--- config.mk ---
export PLATFORM = sky130hd
export DESIGN_NAME = phy_mgmt_register_access
export DESIGN_NICKNAME = d
export VERILOG_FILES = /design/src/phy_mgmt_pkg.sv /design/src/phy_mgmt_register_access.sv
export SDC_FILE = /design/constraint.sdc
export NUM_CORES = 1
export LEC_CHECK = 0
export BUFFER_PORTS_ARGS = -buffer_cell sky130_fd_sc_hd__buf_4
export CORE_ASPECT_RATIO = 0.9
export CORE_MARGIN = 10
export CORE_UTILIZATION = 55
export DETAILED_ROUTE_END_ITERATION = 16
export PLACE_DENSITY_LB_ADDON = 0.05
export SYNTH_ARGS = -nofsm -noshare
export SYNTH_HDL_FRONTEND = slang
export SYNTH_SLANG_ARGS = --single-unit
--- constraint.sdc ---
create_clock -name clk_i -period 3.7 [get_ports clk_i]
set_input_delay 0.37 -clock clk_i [delete_from_list [all_inputs] [get_ports clk_i]]
set_output_delay 0.37 -clock clk_i [all_outputs]
set_load 0.01 [all_outputs]
--- src/phy_mgmt_pkg.sv ---
// constants and types for the phy management register access block
// Overview of operation
// - bits 10:6 select target phy register
// - bit 1 chooses write or read
// - cycle starts only when pending written one
// - pending stays set until access completes
// - read data valid when pending clears
// - data low 16 bits carry phy data
// - both registers reset to zero
package phy_mgmt_pkg;
   // register indexes; byte address is four times the index
   localparam logic [7:0] IDX_ACCESS_CONTROL = 8'h06;
   localparam logic [7:0] IDX_DATA = 8'h07;
   localparam logic [7:0] ADDR_ACCESS_CONTROL = 8'h18; // 4 * IDX_ACCESS_CONTROL
   localparam logic [7:0] ADDR_DATA = 8'h1C; // 4 * IDX_DATA
   localparam logic [31:0] REG_RESET = 32'h0000_0000;
   // access control field positions
   localparam int PHYAD_HI = 15;
   localparam int PHYAD_LO = 11;
   localparam int REGIDX_HI = 10;
   localparam int REGIDX_LO = 6;
   localparam int WNR_BIT = 1;
   localparam int PEND_BIT = 0;
   localparam int DATA_W = 16;
   // management clock timing
   localparam int CLK_PERIOD_NS = 8;
   localparam int MDC_PERIOD_NS = 400; // least period of the management clock
   localparam int MDC_HALF_CYC = (MDC_PERIOD_NS / 2 + CLK_PERIOD_NS - 1) / CLK_PERIOD_NS;
   // clause 22 frame layout, bit 0 is the first bit on the wire
   localparam int FRAME_BITS = 64;
   localparam int OP_START = 34;
   localparam int REGIDX_START = 41;
   localparam int TA_START = 46;
   localparam int DATA_START = 48;
   localparam logic [31:0] PREAMBLE = 32'hFFFF_FFFF;
   localparam logic [1:0] START_CODE = 2'b01;
   localparam logic [1:0] OP_WRITE = 2'b01;
   localparam logic [1:0] OP_READ = 2'b10;
   localparam logic [1:0] TA_WRITE = 2'b10;

   typedef enum logic [0:0] {IDLE, FRAME} mgmt_state_t;

   // classic wishbone request from the master
   typedef struct packed {
      logic cyc;
      logic stb;
      logic we;
      logic [7:0] adr;
      logic [3:0] sel;
      logic [31:0] dat;
   } wb_req_t;

   // whole state of the block
   typedef struct packed {
      mgmt_state_t state;
      logic [4:0] phy_addr;
      logic [4:0] phy_reg_index;
      logic write_not_read_select;
      logic access_pending;
      logic [15:0] data;
      logic ack;
      logic [31:0] rdat;
      logic [7:0] div;
      logic [6:0] bitn;
      logic [63:0] shift;
      logic [15:0] rx;
      logic mdc;
      logic mdo;
      logic oe;
   } mgmt_regs_t;
endpackage

--- src/phy_mgmt_register_access.sv ---
// wishbone register pair that runs clause 22 management cycles to the phy
`timescale 1ns/10ps
module phy_mgmt_register_access
(
   input wire logic clk_i, // 125 MHz system clock
   input wire logic rst_i, // synchronous reset, active high
   input wire phy_mgmt_pkg::wb_req_t wb_i, // wishbone request group
   output logic [31:0] wb_dat_o, // read data, registered
   output logic wb_ack_o, // one-cycle acknowledge
   output logic mdc_o, // management clock to the phy
   input wire logic mdio_i, // management data pin, input side
   output logic mdio_o, // management data pin, output side
   output logic mdio_oe_o // high while this block drives the pin
);
   phy_mgmt_pkg::mgmt_regs_t s_ff;
   phy_mgmt_pkg::mgmt_regs_t nxt_s;

   ////////////////////////////////////////////////////////////////////////
   // bus decode helpers
   logic req; // new request, not yet acknowledged
   logic [31:0] mask; // byte lane mask from sel
   logic [31:0] acc_rd; // access control read view
   logic [31:0] acc_wr; // access control after merge
   logic [31:0] dat_wr; // data register after merge

   assign req = wb_i.cyc & wb_i.stb & ~s_ff.ack;
   assign mask = {{8{wb_i.sel[3]}}, {8{wb_i.sel[2]}}, {8{wb_i.sel[1]}}, {8{wb_i.sel[0]}}};
   // reserved fields fixed at zero
   assign acc_rd = {16'h0000, s_ff.phy_addr, s_ff.phy_reg_index, 4'h0,
                    s_ff.write_not_read_select, s_ff.access_pending};
   assign acc_wr = (acc_rd & ~mask) | (wb_i.dat & mask);
   assign dat_wr = ({16'h0000, s_ff.data} & ~mask) | (wb_i.dat & mask);

   ////////////////////////////////////////////////////////////////////////
   // next-state logic
   always_comb
   begin
      nxt_s = s_ff;
      nxt_s.ack = req; // answer one edge after the request is seen
      // register slave
      if (req)
      begin
         nxt_s.rdat = 32'h0000_0000; // unmapped addresses read zero
         if (wb_i.adr == phy_mgmt_pkg::ADDR_ACCESS_CONTROL)
         begin
            nxt_s.rdat = acc_rd;
            // writes while an access runs are dropped; software must poll first
            if (wb_i.we && !s_ff.access_pending)
            begin
               nxt_s.phy_addr = acc_wr[phy_mgmt_pkg::PHYAD_HI:phy_mgmt_pkg::PHYAD_LO];
               nxt_s.phy_reg_index =
                  acc_wr[phy_mgmt_pkg::REGIDX_HI:phy_mgmt_pkg::REGIDX_LO];
               nxt_s.write_not_read_select = acc_wr[phy_mgmt_pkg::WNR_BIT];
               nxt_s.access_pending = acc_wr[phy_mgmt_pkg::PEND_BIT];
            end
         end
         else if (wb_i.adr == phy_mgmt_pkg::ADDR_DATA)
         begin
            nxt_s.rdat = {16'h0000, s_ff.data};
            if (wb_i.we && !s_ff.access_pending)
            begin
               nxt_s.data = dat_wr[phy_mgmt_pkg::DATA_W-1:0];
            end
         end
      end
      // management frame engine
      case (s_ff.state)
         phy_mgmt_pkg::IDLE:
         begin
            // a frame starts only from a set pending bit
            if (s_ff.access_pending)
            begin
               nxt_s.state = phy_mgmt_pkg::FRAME;
               nxt_s.shift = {phy_mgmt_pkg::PREAMBLE, phy_mgmt_pkg::START_CODE,
                  s_ff.write_not_read_select ? phy_mgmt_pkg::OP_WRITE
                                             : phy_mgmt_pkg::OP_READ,
                  s_ff.phy_addr, s_ff.phy_reg_index, phy_mgmt_pkg::TA_WRITE,
                  s_ff.write_not_read_select ? s_ff.data : 16'h0000};
               nxt_s.mdo = 1'b1;
               nxt_s.oe = 1'b1;
               nxt_s.bitn = 7'h00;
               nxt_s.div = 8'h00;
               nxt_s.mdc = 1'b0;
            end
         end
         phy_mgmt_pkg::FRAME:
         begin
            if (s_ff.div == 8'(phy_mgmt_pkg::MDC_HALF_CYC - 1))
            begin
               nxt_s.div = 8'h00;
               nxt_s.mdc = ~s_ff.mdc;
               if (!s_ff.mdc)
               begin
                  // rising edge: the phy's data bits are sampled here
                  if (!s_ff.write_not_read_select &&
                      s_ff.bitn >= 7'(phy_mgmt_pkg::DATA_START))
                  begin
                     nxt_s.rx = {s_ff.rx[14:0], mdio_i};
                  end
               end
               else if (s_ff.bitn == 7'(phy_mgmt_pkg::FRAME_BITS - 1))
               begin
                  // last falling edge ends the access
                  nxt_s.state = phy_mgmt_pkg::IDLE;
                  nxt_s.access_pending = 1'b0;
                  nxt_s.oe = 1'b0;
                  nxt_s.mdo = 1'b0;
                  if (!s_ff.write_not_read_select)
                  begin
                     nxt_s.data = s_ff.rx; // same edge as pending clears
                  end
               end
               else
               begin
                  // falling edge: next bit onto the wire
                  nxt_s.bitn = s_ff.bitn + 7'h01;
                  nxt_s.shift = {s_ff.shift[62:0], 1'b0};
                  nxt_s.mdo = s_ff.shift[62];
                  // release the pin from turnaround on for reads
                  nxt_s.oe = s_ff.write_not_read_select ||
                     (s_ff.bitn + 7'h01 < 7'(phy_mgmt_pkg::TA_START));
               end
            end
            else
            begin
               nxt_s.div = s_ff.div + 8'h01;
            end
         end
         default:
         begin
            nxt_s.state = phy_mgmt_pkg::IDLE;
         end
      endcase
   end

   ////////////////////////////////////////////////////////////////////////
   // state register
   always_ff @(posedge clk_i)
   begin
      if (rst_i)
      begin
         s_ff <= '0; // both registers all zeros, nothing pending
      end
      else
      begin
         s_ff <= nxt_s;
      end
   end

   assign wb_dat_o = s_ff.rdat;
   assign wb_ack_o = s_ff.ack;
   assign mdc_o = s_ff.mdc;
   assign mdio_o = s_ff.mdo;
   assign mdio_oe_o = s_ff.oe;

   localparam int PEND_MAX = phy_mgmt_pkg::FRAME_BITS * 2 * phy_mgmt_pkg::MDC_HALF_CYC + 4;
   logic [15:0] pend_cnt_ff; // cycles the pending bit has been high

   always_ff @(posedge clk_i)
   begin
      if (rst_i || !s_ff.access_pending)
      begin
         pend_cnt_ff <= 16'h0000;
      end
      else
      begin
         pend_cnt_ff <= pend_cnt_ff + 16'h0001;
      end
   end
endmodule

# Word level (Yosys, flattened, before mapping)
# Index checks and enable logic that the tools add are counted.
# Widths: inputs -> output; s select.
# op_classes
addsub	2
n_reduce_logical	10
n_eq_ne	8
magnitude_cmp	2
bitwise	11
n_mux	32
# ops
operator	count
$pmux 79 s2	1
$mux 16	9
$mux 71	2
$mux 90	1
$mux 17	5
$mux 79	1
$and 16x16->16	3
$or 16x16->16	2
$eq 8x5->1 const B	3
$not 16->16	1
$add 8x1->8 const B	1
$mux 8	1
$reduce_and 4->1	2
$add 7x1->7 const B	1
$eq 7x6->1 const B	1
$ge 7x6->1 const B	1
$lt 7x6->1 const B	1
$mux 1	6
$mux 2	3
$ne 2x2->1 const B	3
$pmux 3 s2	1
$reduce_and 3->1	2
$mux 3	1
$not 1->1	3
7 further kinds	10
# word_totals
reg_bits	159
input_bits	50
output_inout_bits	36

# Depth between registers and ports, before layout
# depth
depth_word	12
depth_mapped	9
mapped_depth_nobuf	7

# Least setup slack after synthesis
# No wires, ideal clock.
# synth_timing
path_type	register to register
start	register s_ff[90] (netlist bit)
end	register s_ff[135] (netlist bit)
setup_ns	0.146
synth_period_minus_slack_ns	1.906
arrival_time_ns	1.759
path_buffers	2
slack_ns	1.794
path_stages_with_launch	10
path_cell_list	dfxtp_1 inv_1 ha_1 and4b_1 nand3_2 or3_1 buf_2 buf_2 nor2_1 a211oi_2
# synth_via
elab_chain_cells	3
# synth_lines
element	line	source
start: declaration	phy_mgmt_register_access.sv:15	phy_mgmt_pkg::mgmt_regs_t s_ff;
start signal: assignment	phy_mgmt_register_access.sv:146	s_ff <= nxt_s;
$eq 8x5->1	phy_mgmt_register_access.sv:88	if (s_ff.div == 8'(phy_mgmt_pkg::MDC_HALF_CYC - 1))
$mux 17	phy_mgmt_register_access.sv:88	
$mux 17	phy_mgmt_register_access.sv:67	case (s_ff.state)
# No other way between the ends.
# A chain may end at the register's enable or synchronous reset.

# Worst setup path after layout
# layout_timing
start	register s_ff[90] (netlist bit)
end	register s_ff[143] (netlist bit)
# The elaborated chain is that of the path after synthesis.

==> results.md <==
* Setup_tns at 0 ns
* Endpoints failing hold at 0
* Mapped cell area at 0.00618 mm^2
* Total track usage at 0.178
* Power density cells at 454 mW/mm^2
* #FFs+latches synth at around 140
* Total power at 3.17 mW
* Drt wl/cell at 16.2 um
* Cts hold-fix bufs at 0
* Crit path DAT at 2.98 ns
* RePlAce Congestion at 0.821
* CP required at a little over 4 ns
* Area growth syn-to-layout at 13.0%
* Ys async rst share at 0
* Hpwl dp at 9490 um
* Final core occ at 0.640
* Inst Count DP at 843
* Fin crit share at 0.714
* Clock Tree Buf Depth at 2
* Vias per Instance at about 5.7
* CTS clk-pin slew, worst paths at 0.06 ns
* Fill cells at 959
* DRC at 0
* Dominant synthesized flop cell: dfxtp_1
* CP Launch Type: flip-flop
* Setup Buffers After CTS at 0
* Clk Latency, worst-skew pair at roughly 0.42 ns
* Critical Path Sink Type: flip-flop
* Nets at 764
* Status: finished clean
* Grt ovf at 0
* N_diodes at 0
* Layout cells sized above 1 at 0.162
* Achievable Freq at 379 MHz
* Max-slew violations at 0
* First-pass GRT wire length at 23500 um
* Die X-Extent at 132 um
* Final wirelength at 14200 um
* Finish-stage setup viols at 0
* P_leak at 2.72 nW
* Least-Margin Pin Slew at 1.20 ns
* Most frequent cells in the layout: dfxtp_1 (143), nor2_1 (107), nor3_1 (83)
* Crit path max fanout at 29
* Mean area per synthesized cell at 8.85 um^2
* Initial drt markers at between 600 and 700
* Multi-input logic area at 0.00290 mm^2
* Core box area at 0.0109 mm^2
* Distinct cells, synth at 45
* Via count at 4991
* Area share of the largest cell type after synthesis at 0.463
* RSZ-0062 raised after global routing: false
* Max-cap viol count at 0
* Pre-Repair DR Iteration Count at 5
* Post-route insts no fill at 873
* Port bufs at 51
* Clock buffer count from CTS at 17
* Vias in the first global route at 4827
* TritonCTS clock tree: built
* Initial Util at 0.567
* Top Ports at 86
* Max-slew headroom at 0.203
* Leading cell types by total area after synthesis: dfxtp_1 (46%), mux2i_1 (7.3%), nor3_1 (6.7%)
* Storage cell area at 0.00286 mm^2
* Clock Tree Root: clkbuf_16
* Post-synth EDFFs at 0
* Clk sinks at 143
* Post-synthesis instance total at 698
* Row cnt at 36
* Post-CTS sizing at 0
* Commonest non-fill, non-tap cell in the layout: dfxtp_1
* Die area at 0.0159 mm^2
* Number of nets still failing antenna checks after routing at 0
* Largest net degree at the start of global routing at 88
* CTS H-tree depth at 4
* Hold crit path type: primary input to flip-flop
* Skew final at about 0.0071 ns
* CP Class: flip-flop to flip-flop
* Tmin final at 2.64 ns
* Die Y at ~120 um
* Max VDD drop at 319 uV
* Initial antenna violation count at 0
* YS warnings at 0
* Seq/Total Area, Yosys at 0.463
* Largest area contributor in the netlist: dfxtp_1
-- cells by family after synthesis --
kind of cell               count (synthesis)  synth area share
DFF                                      143             0.463
AOI/OAI and AO/OA                        121             0.145
buffers and inverters                     89            0.0790
and+or+nand+nor                          294             0.229
muxes                                     46            0.0747
other                                      1          0.000607
adders and majority gates                  4           0.00810
-- critical path, stage by stage (launching register included) --
cell,delay (ns)
dfxtp_1,0.33
inv_1,0.09
ha_1,0.15
and4b_1,0.28
nand3_2,0.25
or3_1,0.90
buf_4,0.36
a211oi_2,0.18
-- cell usage after synthesis (4+ instances only) --
library cell,instances
a211oi_2,16
a21oi_1,38
a221oi_1,9
a22oi_1,27
a311oi_1,8
a31oi_1,7
a41oi_1,4
and3_1,5
buf_2,15
buf_4,32
clkbuf_1,33
dfxtp_1,143
ha_1,4
inv_1,6
mux2i_1,45
nand2_1,48
nand3_1,19
nor2_1,107
nor2b_1,4
nor3_1,83
o21ai_0,6
-- per-layer routing --
layer / track usage / wire, um / vias to the layer above
li1: - / - / 2451
met1: 0.224 / 6590 / 2374
met2: 0.277 / 6480 / 144
met3: 0.0517 / 798 / 22
met4: 0.0868 / 306 / 0
met5: 0 / 0 / -
-- path summary, 6_finish.rpt --
| kind | from | end | slack, ns | cells past startpoint |
|---|---|---|---|---|
| setup / recovery | s_ff[90] | s_ff[143] | 1.06 | 7 |
| hold reg to reg | s_ff[49] | s_ff[50] | 0.45 | 2 |
| setup reg to reg | s_ff[90] | s_ff[143] | 1.06 | 7 |
| hold / removal | mdio_i | s_ff[3] | 0.18 | 3 |
-- layout make-up --
cell class | instances | area share
Multi-Input combinational cell | 481 | 0.415
Clock buffer | 25 | 0.0724
Inverter | 6 | 0.00323
Sequential cell | 143 | 0.410
Clock inverter | 5 | 0.00448
Tap cell | 152 | 0.0272
Timing Repair Buffer | 61 | 0.0674
-- registers in the layout (all words and copies together), names as in the netlist, named ones only --
signal	flops
mdc_o	1
mdio_oe_o	1
wb_dat_o	16
acc_rd	1
wb_ack_o	1
s_ff	111
mdio_o	1
-- power breakdown --
part           leakage, nW  internal [mW]  switching (mW)
Sequential            1.15           1.54        0.000381
Clock                0.265          0.935           0.611
Combinational         1.31         0.0277          0.0510
-- per-stage QoR --
| step | setup slack [ns] | instance area, um^2 | hold WS [ns] |
|---|---|---|---|
| final | 1.06 | 6980 | 0.183 |
| after global routing | 0.780 | 6980 | 0.191 |
| after CTS | 1.06 | 6980 | 0.173 |
| after detailed placement | 1.09 | 6440 | 0.445 |
| after global placement | 1.14 | 6440 | 0.439 |
| after floorplan | 1.79 | 6240 | 0.432 |
Note: power is estimated with default switching activity, not from simulation.
